`src/shared/pec_defs.svh`:
```
`ifndef PEC_DEFS_SVH
`define PEC_DEFS_SVH
`define PEC_SEQ_W       12
`define PEC_SEQ_MOD     12'hfff
`define PEC_ID_W        16
`define PEC_ADDR_W      32
`define PEC_BUS_W       8
`define PEC_RST_ZERO    1'b0
`define PEC_DUP_LO      12'h801
`define PEC_SEQ_ONE     12'h001
`endif

```
`src/shared/pec_pkg.sv`:
```
package pec_pkg;
    typedef enum logic [1:0] {
        PEC_RT_ADDR,
        PEC_RT_ID,
        PEC_RT_IMPL,
        PEC_RT_NONE
    } pec_route_t;
endpackage

```
`src/verilog/pec_classifier.sv`:
```
// What this block does
// address-routed TLP claimed on primary only inside base/limit; secondary always.
// ID-routed TLP claimed on primary in bus range or own BDF; secondary always.
// implicitly routed TLPs are always claimed.
// this port checks its packets on its own, independent of other ports.
// link errors (decode, lock, elastic, deskew) go to correctable processing.
// TLP or DLLP framing violations go to correctable processing.
// physical-layer errors affect every function of the port.
// data-link-layer errors affect every function of the port.
// bad TLP is discarded and correctable processing invoked.
// bad TLP: EDB with LCRC mismatch, bad LCRC, or unexpected non-duplicate seq.
// DLLP with bad LCRC is discarded and correctable processing invoked.
// replay timeout and replay count rollover invoke correctable processing only.
// protocol error when ack/nak seq matches neither unacked TLP nor acked seq.
// protocol error discards the DLLP and invokes uncorrectable processing.
// surprise link down invokes uncorrectable processing.
// data-link errors suppressed when physical layer flagged the same packet.
// transaction errors suppressed when physical or data-link flagged the packet.
`include "pec_defs.svh"
`timescale 1ns/1ns
`default_nettype none
module pec_classifier (
    input  wire logic                     clk_i,
    input  wire logic                     resetn_i,
    input  wire logic                     pkt_valid_i,
    input  wire logic                     pkt_is_tlp_i,
    input  wire logic                     pkt_primary_i,
    input  wire pec_pkg::pec_route_t      pkt_route_i,
    input  wire logic [`PEC_ADDR_W-1:0]   pkt_addr_i,
    input  wire logic [`PEC_ID_W-1:0]     pkt_dest_id_i,
    input  wire logic [`PEC_ADDR_W-1:0]   win_base_i,
    input  wire logic [`PEC_ADDR_W-1:0]   win_limit_i,
    input  wire logic [`PEC_BUS_W-1:0]    sec_bus_i,
    input  wire logic [`PEC_BUS_W-1:0]    sub_bus_i,
    input  wire logic [`PEC_ID_W-1:0]     own_id_i,
    input  wire logic                     phy_link_err_i,
    input  wire logic                     phy_frame_err_i,
    input  wire logic                     pkt_edb_i,
    input  wire logic                     lcrc_ok_i,
    input  wire logic                     lcrc_inv_ok_i,
    input  wire logic [`PEC_SEQ_W-1:0]    pkt_seq_i,
    input  wire logic [`PEC_SEQ_W-1:0]    next_rcv_seq_i,
    input  wire logic                     pkt_is_acknak_i,
    input  wire logic [`PEC_SEQ_W-1:0]    acked_seq_i,
    input  wire logic [`PEC_SEQ_W-1:0]    next_tx_seq_i,
    input  wire logic                     tl_err_i,
    input  wire logic                     replay_timeout_i,
    input  wire logic                     replay_rollover_i,
    input  wire logic                     surprise_down_i,
    output logic                          claim_o,
    output logic                          discard_o,
    output logic                          corr_o,
    output logic                          uncorr_o,
    output logic                          all_func_o,
    output logic                          tl_err_o
);
    logic rst_meta;
    logic rst_sync;
    always_ff @(posedge clk_i or negedge resetn_i) begin
        if (!resetn_i) begin
            rst_meta <= `PEC_RST_ZERO;
            rst_sync <= `PEC_RST_ZERO;
        end else begin
            rst_meta <= 1'b1;
            rst_sync <= rst_meta;
        end
    end

    // seq a lies in (lo, hi] modulo the sequence space
    function automatic logic seq_in(input logic [`PEC_SEQ_W-1:0] a,
                                    input logic [`PEC_SEQ_W-1:0] lo,
                                    input logic [`PEC_SEQ_W-1:0] hi);
        logic [`PEC_SEQ_W-1:0] da;
        logic [`PEC_SEQ_W-1:0] dh;
        da = (a - lo) & `PEC_SEQ_MOD;
        dh = (hi - lo) & `PEC_SEQ_MOD;
        seq_in = (da != '0) && (da <= dh);
    endfunction

    logic next_claim;
    logic next_discard;
    logic next_corr;
    logic next_uncorr;
    logic next_all_func;
    logic next_tl_err;
    logic phy_err;
    logic dll_err;
    logic dll_corr;
    logic proto_err;
    logic bad_tlp;
    logic dup;
    logic in_bus;

    always_comb begin
        next_claim = 1'b0;
        in_bus = (pkt_dest_id_i[`PEC_ID_W-1 -: `PEC_BUS_W] >= sec_bus_i) &&
                 (pkt_dest_id_i[`PEC_ID_W-1 -: `PEC_BUS_W] <= sub_bus_i);
        if (pkt_valid_i && pkt_is_tlp_i) begin
            case (pkt_route_i)
                pec_pkg::PEC_RT_ADDR: next_claim = !pkt_primary_i ||
                    ((pkt_addr_i >= win_base_i) &&
                     (pkt_addr_i <= win_limit_i));
                pec_pkg::PEC_RT_ID: next_claim = !pkt_primary_i || in_bus ||
                    (pkt_dest_id_i == own_id_i);
                pec_pkg::PEC_RT_IMPL: next_claim = 1'b1;
                default: next_claim = 1'b0;
            endcase
        end
    end

    // duplicate: an already-received sequence, i.e. behind next_rcv_seq
    always_comb begin
        phy_err = phy_link_err_i || phy_frame_err_i;
        // open low end: the window is the 2048 values just below next_rcv
        dup = seq_in(pkt_seq_i, next_rcv_seq_i - `PEC_DUP_LO,
                     next_rcv_seq_i - `PEC_SEQ_ONE);
        bad_tlp = pkt_valid_i && pkt_is_tlp_i &&
                  ((pkt_edb_i && !lcrc_inv_ok_i) ||
                   (!pkt_edb_i && !lcrc_ok_i) ||
                   ((pkt_seq_i != next_rcv_seq_i) && !dup));
        proto_err = pkt_valid_i && !pkt_is_tlp_i && pkt_is_acknak_i &&
                    lcrc_ok_i && (pkt_seq_i != acked_seq_i) &&
                    !seq_in(pkt_seq_i, acked_seq_i,
                            next_tx_seq_i - `PEC_SEQ_ONE);
        // phy-flagged packets mask link-layer faults to avoid double reports
        dll_corr = !phy_err && (bad_tlp ||
                   (pkt_valid_i && !pkt_is_tlp_i && !lcrc_ok_i));
        dll_err = !phy_err && (dll_corr || proto_err);
        next_discard = dll_err;
        next_corr = phy_err || dll_corr ||
                    replay_timeout_i || replay_rollover_i;
        next_uncorr = (dll_err && proto_err) || surprise_down_i;
        next_all_func = next_corr || next_uncorr;
        next_tl_err = tl_err_i && !phy_err && !dll_err;
    end

    // per-port state only, nothing shared with other ports
    always_ff @(posedge clk_i or negedge rst_sync) begin
        if (!rst_sync) begin
            claim_o    <= `PEC_RST_ZERO;
            discard_o  <= `PEC_RST_ZERO;
            corr_o     <= `PEC_RST_ZERO;
            uncorr_o   <= `PEC_RST_ZERO;
            all_func_o <= `PEC_RST_ZERO;
            tl_err_o   <= `PEC_RST_ZERO;
        end else begin
            claim_o    <= next_claim;
            discard_o  <= next_discard;
            corr_o     <= next_corr;
            uncorr_o   <= next_uncorr;
            all_func_o <= next_all_func;
            tl_err_o   <= next_tl_err;
        end
    end

    a_impl_claim: assert property (@(posedge clk_i) disable iff (!rst_sync)
        pkt_valid_i && pkt_is_tlp_i && pkt_route_i == pec_pkg::PEC_RT_IMPL
        |=> claim_o) else $error("implicit tlp not claimed");
    a_sec_claim: assert property (@(posedge clk_i) disable iff (!rst_sync)
        pkt_valid_i && pkt_is_tlp_i && !pkt_primary_i &&
        pkt_route_i != pec_pkg::PEC_RT_NONE
        |=> claim_o) else $error("secondary tlp not claimed");
    a_link_corr: assert property (@(posedge clk_i) disable iff (!rst_sync)
        phy_link_err_i |=> corr_o && all_func_o)
        else $error("link error not correctable");
    a_frame_corr: assert property (@(posedge clk_i) disable iff (!rst_sync)
        phy_frame_err_i |=> corr_o && !discard_o)
        else $error("frame error mishandled");
    a_down_uncorr: assert property (@(posedge clk_i) disable iff (!rst_sync)
        surprise_down_i |=> uncorr_o && all_func_o)
        else $error("link down not uncorrectable");
    a_replay_corr: assert property (@(posedge clk_i) disable iff (!rst_sync)
        (replay_timeout_i || replay_rollover_i) && !pkt_valid_i
        |=> corr_o && !discard_o) else $error("replay event wrong");
    a_phy_mask: assert property (@(posedge clk_i) disable iff (!rst_sync)
        phy_err |=> !discard_o && !tl_err_o && !$past(surprise_down_i) ==
        !uncorr_o) else $error("phy error not masking");
    a_tl_mask: assert property (@(posedge clk_i) disable iff (!rst_sync)
        tl_err_o |-> !$past(dll_err) && !$past(phy_err))
        else $error("tl error not suppressed");
    a_bad_lcrc: assert property (@(posedge clk_i) disable iff (!rst_sync)
        pkt_valid_i && !pkt_is_tlp_i && !lcrc_ok_i && !phy_err
        |=> discard_o && corr_o) else $error("bad dllp kept");
    a_proto_unc: assert property (@(posedge clk_i) disable iff (!rst_sync)
        proto_err && !phy_err |=> discard_o && uncorr_o)
        else $error("protocol error mishandled");

    c_bad_tlp:  cover property (@(posedge clk_i) bad_tlp && !phy_err);
    c_proto:    cover property (@(posedge clk_i) proto_err);
    c_claim_id: cover property (@(posedge clk_i) next_claim &&
                    pkt_route_i == pec_pkg::PEC_RT_ID && pkt_primary_i);
    c_tl_err:   cover property (@(posedge clk_i) tl_err_o);
endmodule
`default_nettype wire

```
`config.mk`:
```
export PLATFORM = sky130hd
export DESIGN_NAME = pec_classifier
export DESIGN_NICKNAME = d
export VERILOG_FILES = /design/src/shared/pec_pkg.sv /design/src/verilog/pec_classifier.sv
export VERILOG_INCLUDE_DIRS = /design/src /design/src/shared
export SDC_FILE = /design/constraint.sdc
export NUM_CORES = 1
export LEC_CHECK = 0
export BUFFER_PORTS_ARGS = -buffer_cell sky130_fd_sc_hd__buf_4
export CAP_MARGIN = 0
export CORE_UTILIZATION = 55
export DETAILED_ROUTE_END_ITERATION = 10
export GPL_TIMING_DRIVEN = 0
export HOLD_SLACK_MARGIN = 0.05
export PLACE_DENSITY_LB_ADDON = 0.15
export SYNTH_ARGS = -nofsm -noshare
export SYNTH_HDL_FRONTEND = slang
export SYNTH_SLANG_ARGS = --single-unit
```
`constraint.sdc`:
```
create_clock -name clk_i -period 0.8 [get_ports clk_i]
set_clock_uncertainty 0.1 [all_clocks]
set_input_delay 0.12 -clock clk_i [delete_from_list [all_inputs] [get_ports clk_i]]
set_output_delay 0.12 -clock clk_i [all_outputs]
set_load 0.005 [all_outputs]
```
==> impl_metrics.json <==
{
  "grt_max_degree": 11,
  "synth.ff_latch_count": 8,
  "start_kind": "input pin",
  "drt_iter0_markers": 452,
  "start_util": 0.5765,
  "nets": 1368,
  "place_inst": 1110,
  "vdd_drop_max_v": 0.0006470,
  "clock.fmax_mhz": 228.2,
  "fin_crit_ns": 4.382,
  "htreeDepth": 1,
  "cts.sinks": 8,
  "seqPwrFrac": 0.061,
  "grt_pass1_vias": 6692,
  "grt_antenna_before_repair": 0,
  "design_area_um2": 8562,
  "area_delta_synth_final_pct": 49.87,
  "worst-setup-path-type": "input pin to register",
  "hold_class": "input pin to register",
  "die_h_um": 103.9,
  "final_util": 0.8640,
  "viasPerCell": 6.094,
  "swShare": 0.4622,
  "dieArea_um2": 10800,
  "yosys_most_used_dff": "dfrtp_1",
  "setup_tns_ns": -18.54,
  "synthesis.area_um2": 5713,
  "wl_per_cell_um": 19.10,
  "synth_cell_type_count": 77,
  "cts_made_buffers": 3,
  "p_per_area_nw_per_um2": 846.9,
  "clock_path_buffers": 2,
  "total_power_mw": 7.251,
  "dr_total_vias": 6953,
  "std_cell_rows": 36,
  "hold_buffers": 1,
  "port_buffers": 213,
  "cap_violations": 0,
  "cts.reportedPaths.clkPinSlew_ns": 0.05,
  "grt_usage": 0.3428,
  "diodes": 0,
  "layout_setup_ws_ns": -3.582,
  "cts_root_buf": "clkbuf_8",
  "syn_inst": 764,
  "placed_area_um2": 7727,
  "p_switching_mw": 3.352,
  "synth_edf_count": 0,
  "cts_tree": "built",
  "finalWeightedCongestion": 0.8907,
  "endpoint_kind": "register",
  "grt_setup_unrepaired": "true",
  "grt-ovfl-total": 0,
  "synth-seq-area-share": 0.03504,
  "drv_slew": 0,
  "setup_viol": 12,
  "worstPathRequired_ns": 0.79,
  "crit_fanout": 7,
  "fillers": 559,
  "synthArstFlopShare": 1.000,
  "fin_hold_ws_ns": -0.03457,
  "arrival_ns": 4.38,
  "drc": 0,
  "syn_nets": 1122,
  "final_cells": 1141,
  "drive_above_1_share": 0.3681,
  "intPower_mw": 3.899,
  "drtAntennaViolNets": 0,
  "tightest_slew_ns": 0.6481,
  "coreArea_um2": 9910,
  "first_pass_iters": 7,
  "dpl_worst_slack_ns": -4.081,
  "p_comb_frac": 0.869,
  "routed_wl_mm": 21.79,
  "boundaryPins": 215,
  "outcome": "complete, but fails checks",
  "leakage_nw": 4.421,
  "max_slew_margin": 0.5568,
  "clock_power_share": 0.071,
  "ys_warn_count": 0,
  "clk_latency_ns": 0.23,
  "synth.avg_cell_area_um2": 7.478,
  "fin_crit_sh": 5.478,
  "hpwlAfterDp_mm": 14.63,
  "grt_pass1_wl_mm": 30.61,
  "dieWidth_um": 103.9,
  "failed_checks": "negative hold slack, negative setup slack",
  "hold_viol": 1
}
sequential cells by signal, summed over array words and instances, names as in the netlist:
name,flops
rst_meta,1
corr_o,1
claim_o,1
all_func_o,1
rst_sync,1
discard_o,1
uncorr_o,1
tl_err_o,1
Yosys cell counts, types with 3 or more instances:
| cell type | number | area (um^2) |
|---|---|---|
| a211oi_1 | 6 | 45.04 |
| o31a_1 | 5 | 43.79 |
| or4_1 | 3 | 22.52 |
| o211ai_1 | 4 | 30.03 |
| mux2i_1 | 3 | 30.03 |
| o41ai_1 | 3 | 26.28 |
| o21a_1 | 9 | 67.56 |
| nor3_1 | 17 | 85.08 |
| a21oi_1 | 50 | 250.2 |
| or3_1 | 4 | 25.02 |
| inv_1 | 119 | 446.7 |
| o31ai_1 | 4 | 30.03 |
| o221ai_1 | 3 | 26.28 |
| nor3b_1 | 3 | 22.52 |
| xor2_1 | 44 | 385.4 |
| a31oi_1 | 5 | 31.28 |
| dfrtp_1 | 8 | 200.2 |
| nor4_1 | 12 | 75.07 |
| ha_1 | 146 | 1827 |
| clkbuf_1 | 11 | 41.29 |
| nand3_1 | 16 | 80.08 |
| a21o_1 | 34 | 255.2 |
| o21ai_1 | 4 | 20.02 |
| nand4_1 | 22 | 137.6 |
| nor2b_1 | 14 | 87.58 |
| nor2_1 | 41 | 153.9 |
| or2_2 | 4 | 25.02 |
| xnor2_1 | 26 | 227.7 |
| o21ai_0 | 28 | 140.1 |
| nand2_1 | 32 | 120.1 |
| o21bai_1 | 3 | 22.52 |
| fa_1 | 3 | 60.06 |
| and3_1 | 7 | 43.79 |
| a2111oi_0 | 5 | 43.79 |
| nand2b_1 | 12 | 75.07 |
| a211o_1 | 3 | 26.28 |
power groups by stage:
stage	logic, mW	registers [mW]	clock network (mW)
after floorplan	3.40	0.440	0
after global placement	4.96	0.439	0
after detailed placement	5.10	0.439	0
after CTS	5.42	0.437	0.475
after global routing	6.83	0.442	0.533
final	6.30	0.440	0.512
per-layer routing:
layer / up-vias / share of wire / wire (um) / global-route usage
li1: 3250 / - / - / -
met1: 3247 / 0.36 / 7890 / 0.3651
met2: 356 / 0.52 / 11250 / 0.6643
met3: 100 / 0.069 / 1501 / 0.04511
met4: 0 / 0.053 / 1154 / 0.1531
met5: - / 0 / 0 / 0
area by class of cell:
type                            count  area, um^2  area share
Multi-Input combinational cell    623        5734      0.6697
Timing Repair Buffer              243        1872      0.2186
Inverter                          119       484.2     0.05655
Sequential cell                     8       200.2     0.02338
Tap cell                          133       166.4     0.01944
Buffer                             12       63.81    0.007453
Clock buffer                        3       41.29    0.004822
logic make-up (layout without fill, tap and decap cells):
logic type,count (synthesis),after routing,share of synthesized area
adder cells (fa/ha/maj),149,149,0.3303
multiplexers,4,4,0.007227
AO/OA/AOI/OAI,193,193,0.2311
flip-flops,8,8,0.03504
XOR/XNOR,71,71,0.1102
other,1,1,0.0006564
AND/OR/NAND/NOR,205,205,0.1960
buffers and inverters,133,377,0.08957
layout by cell type (no fill, tap or decap), drive strengths merged, types with 13 or more instances in the layout:
| cell | n |
|---|---|
| a21oi | 51 |
| clkbuf | 13 |
| nor2b | 14 |
| nand3 | 16 |
| nor2 | 41 |
| nand4 | 22 |
| nand2 | 33 |
| nor4 | 14 |
| xnor2 | 27 |
| a21o | 34 |
| inv | 119 |
| nor3 | 17 |
| o21ai | 32 |
| ha | 146 |
| buf | 244 |
| xor2 | 44 |
final timing paths:
kind                                    startpoint                   end  slack, ns  depth (start not counted)
worst max-delay path             next_rcv_seq_i[1]  all_func_o$_DFF_PN0_      -3.58                         22
worst min-delay path               phy_frame_err_i   discard_o$_DFF_PN0_      -0.03                          2
worst max register to register  rst_meta$_DFF_PN0_    rst_sync$_DFF_PN0_       0.22                          0
worst min register to register  rst_sync$_DFF_PN0_   discard_o$_DFF_PN0_       0.01                          0
max in group asynchronous       rst_sync$_DFF_PN0_     claim_o$_DFF_PN0_       0.35                          0
min in group asynchronous       rst_sync$_DFF_PN0_   discard_o$_DFF_PN0_       0.01                          0
critical path, cell delays in order:
cell       delay [ns]
buf_6            0.10
buf_8            0.11
inv_4            0.05
ha_4             0.13
nor3b_4          0.18
nand2_1          0.11
or3_4            0.37
inv_2            0.08
ha_4             0.21
inv_2            0.08
ha_4             0.23
and3_4           0.17
a2111oi_4        0.33
a211oi_2         0.08
xor2_1           0.18
ha_1             0.34
nor2b_4          0.14
o21ai_2          0.15
o31ai_1          0.09
o311a_1          0.32
o31a_1           0.27
or4b_4           0.54
timing repair:
item	in CTS	in global routing
setup endpoints to repair	12	12
gates resized for setup	50	62
hold endpoints to repair	12	10
setup buffers	15	14
pin swaps	33	43
No activity file was read; power rests on OpenSTA's default activity.
